$ cat src/core/mcf_pkg.sv
// Package with constants and types of the machine-check frame builder.
package mcf_pkg;

  localparam logic [31:0] MCF_BYTE_COUNT      = 32'h0000_0010;
  localparam int          MCF_FRAME_WORDS     = 7;
  localparam logic [31:0] MCF_ADDR_STEP       = 32'h0000_0004;
  localparam logic [31:0] MCF_VEC_MCHK_OFFSET = 32'h0000_0004;
  localparam logic [4:0]  MCF_VTB_IPR_NUMBER  = 5'h11;
  localparam logic [3:0]  MCF_IS1_FIXED       = 4'hE;
  localparam logic [1:0]  MCF_IS2_FIXED_HI    = 2'h3;
  localparam logic [2:0]  MCF_IS2_FIXED_MID   = 3'h7;
  localparam logic [8:0]  MCF_VTB_ALIGN_BITS  = 9'h000;

  // Cause codes placed in the second longword of the frame.
  localparam logic [31:0] MCF_CODE_PTE_LOW_MISS   = 32'h0000_0005;
  localparam logic [31:0] MCF_CODE_PTE_HIGH_MISS  = 32'h0000_0006;
  localparam logic [31:0] MCF_CODE_PTE_LOW_MOD    = 32'h0000_0007;
  localparam logic [31:0] MCF_CODE_PTE_HIGH_MOD   = 32'h0000_0008;
  localparam logic [31:0] MCF_CODE_UNUSED_LEVEL   = 32'h0000_0009;
  localparam logic [31:0] MCF_CODE_STRING_STATE   = 32'h0000_000A;
  localparam logic [31:0] MCF_CODE_READ_VIRT      = 32'h0000_0080;
  localparam logic [31:0] MCF_CODE_READ_PHYS      = 32'h0000_0081;
  localparam logic [31:0] MCF_CODE_WRITE_VIRT     = 32'h0000_0082;
  localparam logic [31:0] MCF_CODE_WRITE_PHYS     = 32'h0000_0083;

  // Cause reported by the core's execution and memory logic.
  typedef enum logic [3:0] {
    MCF_CAUSE_PTE_MISS,
    MCF_CAUSE_PTE_MODIFY,
    MCF_CAUSE_UNUSED_LEVEL,
    MCF_CAUSE_STRING_STATE,
    MCF_CAUSE_READ_OPERAND,
    MCF_CAUSE_READ_PROC_PTE,
    MCF_CAUSE_READ_INTERLOCK,
    MCF_CAUSE_READ_SYS_PTE,
    MCF_CAUSE_READ_CONTEXT,
    MCF_CAUSE_READ_VECTOR,
    MCF_CAUSE_WRITE_OPERAND,
    MCF_CAUSE_WRITE_PROC_PTE,
    MCF_CAUSE_WRITE_SYS_PTE,
    MCF_CAUSE_WRITE_CONTEXT
  } mcf_cause_t;

  // Region a computed process page-table entry address fell in.
  typedef enum logic [1:0] {
    MCF_REGION_SYSTEM,
    MCF_REGION_LOW_PROCESS,
    MCF_REGION_HIGH_PROCESS
  } mcf_region_t;

  // Frame slot index, lowest address first.
  localparam logic [2:0] MCF_SLOT_COUNT  = 3'h0;
  localparam logic [2:0] MCF_SLOT_CODE   = 3'h1;
  localparam logic [2:0] MCF_SLOT_ADDR   = 3'h2;
  localparam logic [2:0] MCF_SLOT_STATE1 = 3'h3;
  localparam logic [2:0] MCF_SLOT_STATE2 = 3'h4;
  localparam logic [2:0] MCF_SLOT_PC     = 3'h5;
  localparam logic [2:0] MCF_SLOT_STATUS = 3'h6;

endpackage

$ cat src/core/mcf_frame_mem.sv
// Small frame memory holding the seven longwords of one machine-check frame.
`timescale 1ns/1ps
`default_nettype none
module mcf_frame_mem #(
  parameter int WIDTH = 32,
  parameter int DEPTH = 7,
  parameter int AW    = 3
) (
  input  wire logic             mclk,
  input  wire logic             ce,
  input  wire logic             wr_en,
  input  wire logic [AW-1:0]    wr_addr,
  input  wire logic [WIDTH-1:0] wr_data,
  input  wire logic [AW-1:0]    rd_addr,
  output logic      [WIDTH-1:0] rd_data
);

  logic [WIDTH-1:0] mem [DEPTH];
  logic [WIDTH-1:0] rd_data_reg;

  // Read data leaves through a register so the push path sees a clean word.
  always_ff @(posedge mclk) begin
    if (ce) begin
      if (wr_en) begin
        mem[wr_addr] <= wr_data;
      end
      rd_data_reg <= mem[rd_addr];
    end
  end

  assign rd_data = rd_data_reg;

endmodule
`default_nettype wire

$ cat src/core/mcf_frame_builder.sv
// Machine-check frame builder: classifies the cause, captures and pushes the frame.
`timescale 1ns/1ps
`default_nettype none
// Functional notes
// RULE1: Push status, program counter, four parameters and a byte count on machine check.
// RULE2: Byte count longword is 16, excluding program counter and status.
// RULE3: A 32-bit cause code identifies the kind of machine check.
// RULE4: Page-table miss reports 5 for low process region, 6 for high.
// RULE5: Modified-bit update reports 7 for low process region, 8 for high.
// RULE6: Interrupt at an unused priority level gives non-recoverable code 9.
// RULE7: Impossible string-move state reports code A.
// RULE8: Operand, process entry or interlocked read errors report code 80.
// RULE9: System entry, context or vector-table read errors report code 81.
// RULE10: Operand or process entry modified-bit write errors report code 82.
// RULE11: System entry modified-bit or context write errors report code 83.
// RULE12: Software treats read errors recoverable by partial-done and cannot-restart flags.
// RULE13: Software treats write errors as non-recoverable.
// RULE14: Read errors capture read address plus four; physical only for 81.
// RULE15: Write errors capture referenced address plus four; physical only for 83.
// RULE16: First state: opcode on top, then 1110 over pending software level.
// RULE17: First state: cache control low byte, then memory error low byte.
// RULE18: Second state: step count low byte, then 11 over six state flags.
// RULE19: Second state: cannot-restart at bit 15, then 111 over condition codes.
// RULE20: Second state low byte is access address minus instruction start.
// RULE21: Stacked counter is instruction start; status longword stacked whole.
// RULE22: Vectors dispatch through a two-page table located by register 17.
// RULE23: Byte count lowest, then code, address, states, counter, status upward.
module mcf_frame_builder
  import mcf_pkg::*;
#(
  parameter int AW = 32
) (
  input  wire logic                     mclk,
  input  wire logic                     reset,
  input  wire logic                     ce,
  input  wire logic                     mchk_req,
  input  wire mcf_pkg::mcf_cause_t      mchk_cause,
  input  wire mcf_pkg::mcf_region_t     pte_region,
  input  wire logic [AW-1:0]            access_addr,
  input  wire logic [AW-1:0]            access_phys_addr,
  input  wire logic [7:0]               opcode,
  input  wire logic [3:0]               sw_int_pending,
  input  wire logic [7:0]               cache_control_register,
  input  wire logic [7:0]               memory_system_error_register,
  input  wire logic [7:0]               step_count_register,
  input  wire logic [5:0]               state_flags,
  input  wire logic                     cannot_restart_flag,
  input  wire logic [3:0]               cond_codes,
  input  wire logic [AW-1:0]            instr_start_pc,
  input  wire logic [31:0]              processor_status_longword,
  input  wire logic [AW-1:0]            stack_pointer,
  input  wire logic                     vtb_wr,
  input  wire logic [AW-1:0]            vtb_wdata,
  output logic      [AW-1:0]            vtb_base,
  output logic      [AW-1:0]            mchk_vector_addr,
  output logic                          busy,
  output logic                          push_valid,
  input  wire logic                     push_ready,
  output logic      [AW-1:0]            push_addr,
  output logic      [31:0]              push_data,
  output logic                          frame_done,
  output logic      [31:0]              last_code,
  output logic                          last_recover_hint
);
  import mcf_pkg::*;

  // ****************************************************************
  // Cause classification
  // ****************************************************************

  function automatic logic [31:0] cause_code(input mcf_cause_t c, input mcf_region_t r);
    logic [31:0] code;
    code = MCF_CODE_READ_VIRT;
    case (c)
      MCF_CAUSE_PTE_MISS: begin
        code = (r == MCF_REGION_HIGH_PROCESS) ? MCF_CODE_PTE_HIGH_MISS
                                              : MCF_CODE_PTE_LOW_MISS; // RULE4
      end
      MCF_CAUSE_PTE_MODIFY: begin
        code = (r == MCF_REGION_HIGH_PROCESS) ? MCF_CODE_PTE_HIGH_MOD
                                              : MCF_CODE_PTE_LOW_MOD; // RULE5
      end
      MCF_CAUSE_UNUSED_LEVEL:   code = MCF_CODE_UNUSED_LEVEL; // RULE6
      MCF_CAUSE_STRING_STATE:   code = MCF_CODE_STRING_STATE; // RULE7
      MCF_CAUSE_READ_OPERAND,
      MCF_CAUSE_READ_PROC_PTE,
      MCF_CAUSE_READ_INTERLOCK: code = MCF_CODE_READ_VIRT; // RULE8
      MCF_CAUSE_READ_SYS_PTE,
      MCF_CAUSE_READ_CONTEXT,
      MCF_CAUSE_READ_VECTOR:    code = MCF_CODE_READ_PHYS; // RULE9
      MCF_CAUSE_WRITE_OPERAND,
      MCF_CAUSE_WRITE_PROC_PTE: code = MCF_CODE_WRITE_VIRT; // RULE10
      MCF_CAUSE_WRITE_SYS_PTE,
      MCF_CAUSE_WRITE_CONTEXT:  code = MCF_CODE_WRITE_PHYS; // RULE11
      default:                  code = MCF_CODE_READ_VIRT;
    endcase
    return code;
  endfunction

  function automatic logic is_read_cause(input mcf_cause_t c);
    return (c == MCF_CAUSE_READ_OPERAND) || (c == MCF_CAUSE_READ_PROC_PTE) ||
           (c == MCF_CAUSE_READ_INTERLOCK) || (c == MCF_CAUSE_READ_SYS_PTE) ||
           (c == MCF_CAUSE_READ_CONTEXT) || (c == MCF_CAUSE_READ_VECTOR);
  endfunction

  logic [31:0] new_code;
  logic        uses_phys;
  logic [31:0] new_addr;
  logic [31:0] new_state1;
  logic [31:0] new_state2;
  logic [7:0]  pc_offset;

  assign new_code  = cause_code(mchk_cause, pte_region); // RULE3
  // Only the two physical-address codes capture the physical pointer.
  assign uses_phys = (new_code == MCF_CODE_READ_PHYS) || (new_code == MCF_CODE_WRITE_PHYS);
  assign new_addr  = (uses_phys ? access_phys_addr : access_addr) + MCF_ADDR_STEP; // RULE14 RULE15
  assign pc_offset = 8'(access_addr - instr_start_pc); // RULE20
  assign new_state1 = {opcode, MCF_IS1_FIXED, sw_int_pending,
                       cache_control_register, memory_system_error_register}; // RULE16 RULE17
  assign new_state2 = {step_count_register, MCF_IS2_FIXED_HI, state_flags,
                       cannot_restart_flag, MCF_IS2_FIXED_MID, cond_codes,
                       pc_offset}; // RULE18 RULE19 RULE20

  // ****************************************************************
  // Vector table base
  // ****************************************************************

  logic [AW-1:0] vtb_reg;
  logic [AW-1:0] vtb_next;

  // The table spans two pages, so the base keeps page alignment.
  always_comb begin
    vtb_next = vtb_reg;
    if (vtb_wr) begin
      vtb_next = {vtb_wdata[AW-1:9], MCF_VTB_ALIGN_BITS}; // RULE22
    end
  end

  always_ff @(posedge mclk) begin
    if (reset) begin
      vtb_reg <= '0;
    end else if (ce) begin
      vtb_reg <= vtb_next;
    end
  end

  assign vtb_base         = vtb_reg;
  assign mchk_vector_addr = vtb_reg + MCF_VEC_MCHK_OFFSET; // RULE22

  // ****************************************************************
  // Capture and push sequencer
  // ****************************************************************

  typedef enum {
    MCF_ST_IDLE,
    MCF_ST_FILL,
    MCF_ST_READ,
    MCF_ST_PUSH,
    MCF_ST_DONE
  } mcf_state_t;

  mcf_state_t    state_reg,  state_next;
  logic [2:0]    slot_reg,   slot_next;
  logic [AW-1:0] base_reg,   base_next;
  logic [31:0]   code_reg,   code_next;
  logic          hint_reg,   hint_next;
  logic [31:0]   cap_addr_reg, cap_addr_next;
  logic [31:0]   cap_s1_reg,   cap_s1_next;
  logic [31:0]   cap_s2_reg,   cap_s2_next;
  logic [31:0]   cap_pc_reg,   cap_pc_next;
  logic [31:0]   cap_psl_reg,  cap_psl_next;
  logic          mem_wr;
  logic [31:0]   mem_wdata;
  logic [31:0]   mem_rdata;

  function automatic logic [31:0] slot_word(input logic [2:0] s, input logic [31:0] cd,
                                            input logic [31:0] ad, input logic [31:0] s1,
                                            input logic [31:0] s2, input logic [31:0] pc,
                                            input logic [31:0] ps);
    logic [31:0] w;
    w = MCF_BYTE_COUNT;
    case (s)
      MCF_SLOT_COUNT:  w = MCF_BYTE_COUNT; // RULE2
      MCF_SLOT_CODE:   w = cd;
      MCF_SLOT_ADDR:   w = ad;
      MCF_SLOT_STATE1: w = s1;
      MCF_SLOT_STATE2: w = s2;
      MCF_SLOT_PC:     w = pc; // RULE21
      MCF_SLOT_STATUS: w = ps; // RULE21
      default:         w = MCF_BYTE_COUNT;
    endcase
    return w;
  endfunction

  always_comb begin
    state_next    = state_reg;
    slot_next     = slot_reg;
    base_next     = base_reg;
    code_next     = code_reg;
    hint_next     = hint_reg;
    cap_addr_next = cap_addr_reg;
    cap_s1_next   = cap_s1_reg;
    cap_s2_next   = cap_s2_reg;
    cap_pc_next   = cap_pc_reg;
    cap_psl_next  = cap_psl_reg;
    mem_wr        = 1'b0;
    mem_wdata     = slot_word(slot_reg, code_reg, cap_addr_reg, cap_s1_reg,
                              cap_s2_reg, cap_pc_reg, cap_psl_reg);
    case (state_reg)
      MCF_ST_IDLE: begin
        if (mchk_req) begin
          // Snapshot everything in the cycle of the request, so later core
          // activity cannot leak into the frame.
          code_next     = new_code;
          cap_addr_next = new_addr;
          cap_s1_next   = new_state1;
          cap_s2_next   = new_state2;
          cap_pc_next   = instr_start_pc; // RULE21
          cap_psl_next  = processor_status_longword; // RULE21
          // Only read errors can be recovered; software decides finally.
          hint_next     = is_read_cause(mchk_cause) & ~cannot_restart_flag; // RULE12 RULE13
          base_next     = stack_pointer - AW'(MCF_FRAME_WORDS * 4); // RULE23
          slot_next     = MCF_SLOT_COUNT;
          state_next    = MCF_ST_FILL;
        end
      end
      MCF_ST_FILL: begin
        mem_wr = 1'b1;
        if (slot_reg == MCF_SLOT_STATUS) begin
          slot_next  = MCF_SLOT_COUNT;
          state_next = MCF_ST_READ;
        end else begin
          slot_next = slot_reg + 3'h1;
        end
      end
      MCF_ST_READ: begin
        state_next = MCF_ST_PUSH;
      end
      MCF_ST_PUSH: begin
        if (push_ready) begin
          if (slot_reg == MCF_SLOT_STATUS) begin
            state_next = MCF_ST_DONE; // RULE1
          end else begin
            slot_next  = slot_reg + 3'h1;
            state_next = MCF_ST_READ;
          end
        end
      end
      MCF_ST_DONE: begin
        state_next = MCF_ST_IDLE;
      end
      default: begin
        state_next = MCF_ST_IDLE;
      end
    endcase
  end

  always_ff @(posedge mclk) begin
    if (reset) begin
      state_reg    <= MCF_ST_IDLE;
      slot_reg     <= MCF_SLOT_COUNT;
      base_reg     <= '0;
      code_reg     <= '0;
      hint_reg     <= 1'b0;
      cap_addr_reg <= '0;
      cap_s1_reg   <= '0;
      cap_s2_reg   <= '0;
      cap_pc_reg   <= '0;
      cap_psl_reg  <= '0;
    end else if (ce) begin
      state_reg    <= state_next;
      slot_reg     <= slot_next;
      base_reg     <= base_next;
      code_reg     <= code_next;
      hint_reg     <= hint_next;
      cap_addr_reg <= cap_addr_next;
      cap_s1_reg   <= cap_s1_next;
      cap_s2_reg   <= cap_s2_next;
      cap_pc_reg   <= cap_pc_next;
      cap_psl_reg  <= cap_psl_next;
    end
  end

  mcf_frame_mem #(
    .WIDTH (32),
    .DEPTH (MCF_FRAME_WORDS),
    .AW    (3)
  ) u_frame_mem (
    .mclk    (mclk),
    .ce      (ce),
    .wr_en   (mem_wr),
    .wr_addr (slot_reg),
    .wr_data (mem_wdata),
    .rd_addr (slot_reg),
    .rd_data (mem_rdata)
  );

  assign busy       = (state_reg != MCF_ST_IDLE);
  assign push_valid = (state_reg == MCF_ST_PUSH);
  assign push_data  = mem_rdata;
  assign push_addr  = base_reg + AW'({slot_reg, 2'b00}); // RULE23
  assign frame_done = (state_reg == MCF_ST_DONE);
  assign last_code  = code_reg;
  assign last_recover_hint = hint_reg;

endmodule
`default_nettype wire

$ cat config.mk
export PLATFORM = sky130hd
export DESIGN_NAME = mcf_frame_builder
export DESIGN_NICKNAME = d
export VERILOG_FILES = /design/src/core/mcf_pkg.sv /design/src/core/mcf_frame_mem.sv /design/src/core/mcf_frame_builder.sv
export SDC_FILE = /design/constraint.sdc
export NUM_CORES = 1
export LEC_CHECK = 0
export BUFFER_PORTS_ARGS = -buffer_cell sky130_fd_sc_hd__buf_2
export CORE_UTILIZATION = 30
export DETAILED_ROUTE_END_ITERATION = 10
export GPL_TIMING_DRIVEN = 0
export PLACE_DENSITY = 0.6
export SYNTH_ARGS = -nofsm -noshare
export SYNTH_HDL_FRONTEND = slang
export SYNTH_SLANG_ARGS = --single-unit
$ cat constraint.sdc
create_clock -name mclk -period 7.1 [get_ports mclk]
set_input_delay 1.42 -clock mclk [delete_from_list [all_inputs] [get_ports mclk]]
set_output_delay 1.42 -clock mclk [all_outputs]
set_load 0.1 [all_outputs]
Yosys cells after proc, flatten, opt, wreduce, memory -nomap -nowiden
Memory sizes are Yosys's and may differ from the RTL's. A register that Yosys moved wholly into a read port is not among the register bits.
Cells that the tools add are included.
{ "classes": {"bitwise_logic": 2, "n_mux": 19, "n_eq_ne": 31, "addsub": 6, "reduce_logical": 17} }
{ "op_table": {"columns": ["cell", "count"], "rows": [
  ["one-hot mux 32 bit (6 select lines)", 1],
  ["2-to-1 mux 32 bit", 4],
  ["one-hot mux 32 bit (4 select lines)", 1],
  ["adder 32 x 3 -> 32 bit, second input constant", 2],
  ["== test 32 x 2 -> 1 bit, second input constant", 2],
  ["== test 32 x 8 -> 1 bit, second input constant", 2],
  ["one-hot mux 8 bit (7 select lines)", 1],
  ["adder 32 x 5 -> 32 bit", 1],
  ["== test 32 x 1 -> 1 bit, second input constant", 1],
  ["== test 32 x 3 -> 1 bit, second input constant", 1],
  ["== test 32 x 4 -> 1 bit, second input constant", 1],
  ["logical NOT 32 bit", 1],
  ["nonzero test 32 bit", 1],
  ["subtractor 32 x 5 -> 32 bit, second input constant", 1],
  ["== test 4 bit, second input constant", 6],
  ["== test 4 x 3 -> 1 bit, second input constant", 4],
  ["2-to-1 mux 3 bit", 5],
  ["== test 3 bit, second input constant", 3],
  ["one-hot mux 3 bit (3 select lines)", 1],
  ["== test 4 x 2 -> 1 bit, second input constant", 2],
  ["!= test 2 bit, second input constant", 4],
  ["subtractor 8 bit", 1],
  ["== test 3 x 2 -> 1 bit, second input constant", 2],
  ["logical OR 1 bit", 6],
  ["17 further kinds", 21]
]} }
{ "totals": {"mem_count": 1, "ram_bits": 224, "in_bits": 251, "reg_bits": 282} }
{ "mem_list": {"columns": ["name", "depth", "word_bits", "read_ports", "rd_ports_with_merged_regs", "write_ports", "line", "rtl"], "rows": [
  ["u_frame_mem.mem", 7, 32, 1, 1, 1, "mcf_frame_mem.sv:18", "logic [WIDTH-1:0] mem [DEPTH];"]
]} }

Depth between registers and ports, before layout
{ "logic_depth": {"word_depth": 7, "mapped_depth": 15, "mapped_depth_nobuf": 10} }

Hierarchy
A second synthesis with hierarchy kept.
{ "unflattened": {"hier_cells": 2054, "hier_area_um2": 22032.4} }
{ "by_module_without_submodules": {"columns": ["mod", "area_each_um2", "seq_area_each_um2", "cells_each", "instances"], "rows": [
  ["mcf_frame_builder", 11865.1, 4384.2, 1563, 1],
  ["mcf_frame_mem", 10167.3, 7687.4, 491, 1]
]} }

Worst setup path after synthesis
Ideal clock, no wire load.
{ "synth_timing": {"path_kind": "register -> output", "from": "register slot_reg[1]", "to": "output port push_addr[28]", "path_stages_with_launch": 12, "slack_ns": 1.729, "t_arrival_ns": 3.951, "n_path_buf": 3, "cell_sequence": "dfxtp_1 clkbuf_1 inv_1 clkbuf_1 fa_1 nor2b_1 o21bai_1 or3_1 clkbuf_1 nor2_1 nand2_1 xnor2_1"} }
{ "synth_between": {"elab_chain_cells": 1} }
{ "synth_rtl": {"columns": ["item", "line", "rtl"], "rows": [
  ["start, declared", "mcf_frame_builder.sv:163", "logic [2:0] slot_reg, slot_next;"],
  ["start signal, assigned", "mcf_frame_builder.sv:272", "slot_reg <= slot_next;"],
  ["adder 32 x 5 -> 32 bit", "mcf_frame_builder.sv:301", "assign push_addr = base_reg + AW'({slot_reg, 2'b00});"],
  ["end, declared", "mcf_frame_builder.sv:59", "output logic [AW-1:0] push_addr,"]
]} }
Every way passes these cells.

Worst setup path after layout
{ "layout_timing": {"from": "register slot_reg[1]", "to": "output port push_addr[24]"} }
The elaborated chain is that of the path after synthesis.

==> results.yml <==
critical_path:
  r2r_cells: 8
  path_max_fanout: 12
  r2r_end: "u_frame_mem.mem[0][5]"
  cp_slowest_cell: "fa_1"
  worstSetupPathType: "flop to output port"
  crit_cells: 11
  crit_top_cell: "clkbuf_1"
  cp-end-kind: "output port"
  max_stage_delay_ps: 620
  crit_chain: "clkbuf_1 -> inv_1 -> clkbuf_1 -> fa_1 -> nor2b_1 -> o21bai_1 -> or3_1 -> clkbuf_1 -> nor3_1 -> xor2_1 -> buf_2"
  critPathLaunchType: "flop"
  critPathRequiredTime_ps: 5680
  r2r-start: "slot_reg[0]"
  path_buf_inv: 5
  cp_top_family: "buffers and inverters"
  r2r_slack_ps: 2460
  arrival_ps: 4890
synth:
  async_reset_ff_frac: 0
  syn_avg_cell_area_um2: 10.24
  synth_area_leaders: "edfxtp_1, dfxtp_1, nand2_1, a21oi_1, mux2i_1"
  yosysWarnings: 0
  synth_seq_area_share: 0.5664
  netlist_area_um2: 21310
  synthMuxAreaShare: 0.05031
  yosys.area.top_type: "edfxtp_1"
  synth_top_area_frac: 0.3607
  synth_fa_ha_area_frac: 0.01186
  synth_top_family_by_area: "simple AND/OR/NAND/NOR gates"
  synth_cells: 2081
  synth_cell_types: 75
  synth-seq-cells: 475
  synth_edf_count: 256
  synth_compound_area_frac: 0.1414
  synth_xor_area_frac: 0.02712
  synthSimpleGateAreaFrac: 0.1474
  synth_flop_cell: "edfxtp_1"
timing:
  setup_violations: 0
  maxSlewHeadroom: 0.1001
  tightest_slew_ps: 1336
  hold_viol_final: 0
  fin_crit_ps: 6306
  setup_tns_ps: 0
  report.final.slew_viol_count: 0
  fmax_ghz: 0.1586
  rsz0062_at_grt: "no"
  min_period_over_period: 0.8881
  finClkSkew_ps: 28.57
  hold-worst-slack_ps: 453.1
status:
  outcome: "completed"
cells_and_area:
  drive_gt1_frac: 0.2242
  layout_commonest_cell: "nand2_1"
  largest_register_ffs: 224
  top_register: "u_frame_mem.mem"
  stdcell_count: 3535
  area_growth_syn_to_layout_pct: 23.87
  final_cell_mix: "nand2_1, buf_2, edfxtp_1"
  fin_nets: 2819
clocking:
  cts_setup_buffers: 0
  clk_path_buf_depth: 3
  cts_tree: "yes"
  clk_pin_slew_ps: 60
  insertion_delay_ps: 620
  postCtsHoldBufs: 0
  cts_buffers: 51
  ctsResizeCount: 0
  clkSinkCount: 475
  cts_root_buf: "clkbuf_16"
  htreeDepth: 2
hold_path:
  hp-class: "flop to flop"
  worstHoldEndpoint: "cap_pc_reg[0]"
  hold-path-cell-count: 2
  holdCritStartpoint: "cap_pc_reg[0]"
place:
  dp_cells: 3436
  hpwl_um: 59460
  portBuffers: 357
  place_congestion: 0.9278
detailed_routing:
  drtIter0Drc: 1874
  vias: 17911
  drt-pass1-iter-count: 8
  drc_errors: 0
  drtAntennaViolNets: 0
  drt-vias-per-instance: 5.067
  drt_wl_total_um: 77550
  wire_per_inst_um: 21.94
power:
  powerDensity_nw_per_um2: 253.1
  ir_worst_vdd_mv: 0.1988
  p_leak_nw: 9.932
  power_mw: 6.680
floorplan:
  fp-row-count: 97
  die_w_um: 268.5
  die_h_um: 268.5
  fp.coreArea_um2: 70150
  start_util: 0.3038
  ioPinCount: 415
  dieArea_um2: 72110
global_route:
  antenna_found_initial: 6
  grt_pass1_wl_um: 110300
  grt_max_degree: 40
  grtUsageTotal: 0.2091
  grt_overflow: 0
  grt_pass1_vias: 16769
run:
  maxCapViolCount: 0
metal layers:
metal / track usage / vias to the layer above / routed length [um]
met3: 0.05461 / 111 / 7653
met4: 0.06357 / 2 / 2148
met5: 0 / - / 13
li1: - / 8349 / -
met2: 0.3355 / 846 / 36140
met1: 0.2751 / 8603 / 31600
cells by family (layout without fill, tap and decap cells):
logic type / count (synthesis) / after routing
adder cells (fa/ha/maj): 19 / 19
multiplexers: 87 / 87
other: 2 / 48
AO/OA/AOI/OAI: 485 / 485
buffers and inverters: 229 / 697
AND/OR/NAND/NOR: 718 / 718
flip-flops: 475 / 475
XOR/XNOR: 66 / 66
through the flow:
step	instance area [um^2]	utilization	setup slack [ps]
6_report	26400	0.3763	794.2
5_1_grt	26390	0.3762	592.3
4_1_cts	26390	0.3762	789.3
3_5_place_dp	24680	0.3518	1467
3_3_place_gp	24440	0.3483	-471.6
2_1_floorplan	21470	-	1729
layout make-up:
class / count / area [um^2]
antenna: 3 / 7.507
multi-input combinational: 1420 / 8253
timing repair buffer: 372 / 2002
tap: 940 / 1176
clock buffer: 72 / 1455
inverter: 23 / 86.33
clock inverter: 24 / 257.7
buffer: 206 / 1089
fill: 7082 / 43750
sequential: 475 / 12070
worst max-delay path by stage:
stage                     slack, ps                      to   startpoint
after floorplan                1730           push_addr[28]  slot_reg[1]
final                           790           push_addr[24]  slot_reg[1]
after global placement         -470  u_frame_mem.mem[0][12]           ce
after global routing            590           push_addr[24]  slot_reg[1]
after detailed placement       1470           push_addr[24]  slot_reg[1]
after CTS                       790           push_addr[24]  slot_reg[1]
synth_stat cells, types with 13 or more instances:
master,count
nand2_1,406
mux4_2,15
a22oi_1,63
a222oi_1,15
o221ai_1,13
nand3_1,57
mux2i_1,61
inv_1,22
and3_1,20
buf_4,74
nor4_1,15
dfxtp_1,219
xor2_1,19
edfxtp_1,256
ha_1,17
clkbuf_1,111
o21ai_0,68
a211oi_1,19
nor3_1,27
xnor2_1,47
nor2_1,119
nand4_1,17
a21oi_1,222
tightest hold or removal path: stages (launching register included):
cell and delay [ps]:
dfxtp_1 310, nand2_1 50, a21oi_1 50
where the power goes:
group / switching, mW / total, mW / internal (mW)
logic: 0.731 / 0.964 / 0.233
registers: 0.0603 / 3.02 / 2.96
clock network: 1.14 / 2.69 / 1.55
Power figures use the tool's default switching activity.
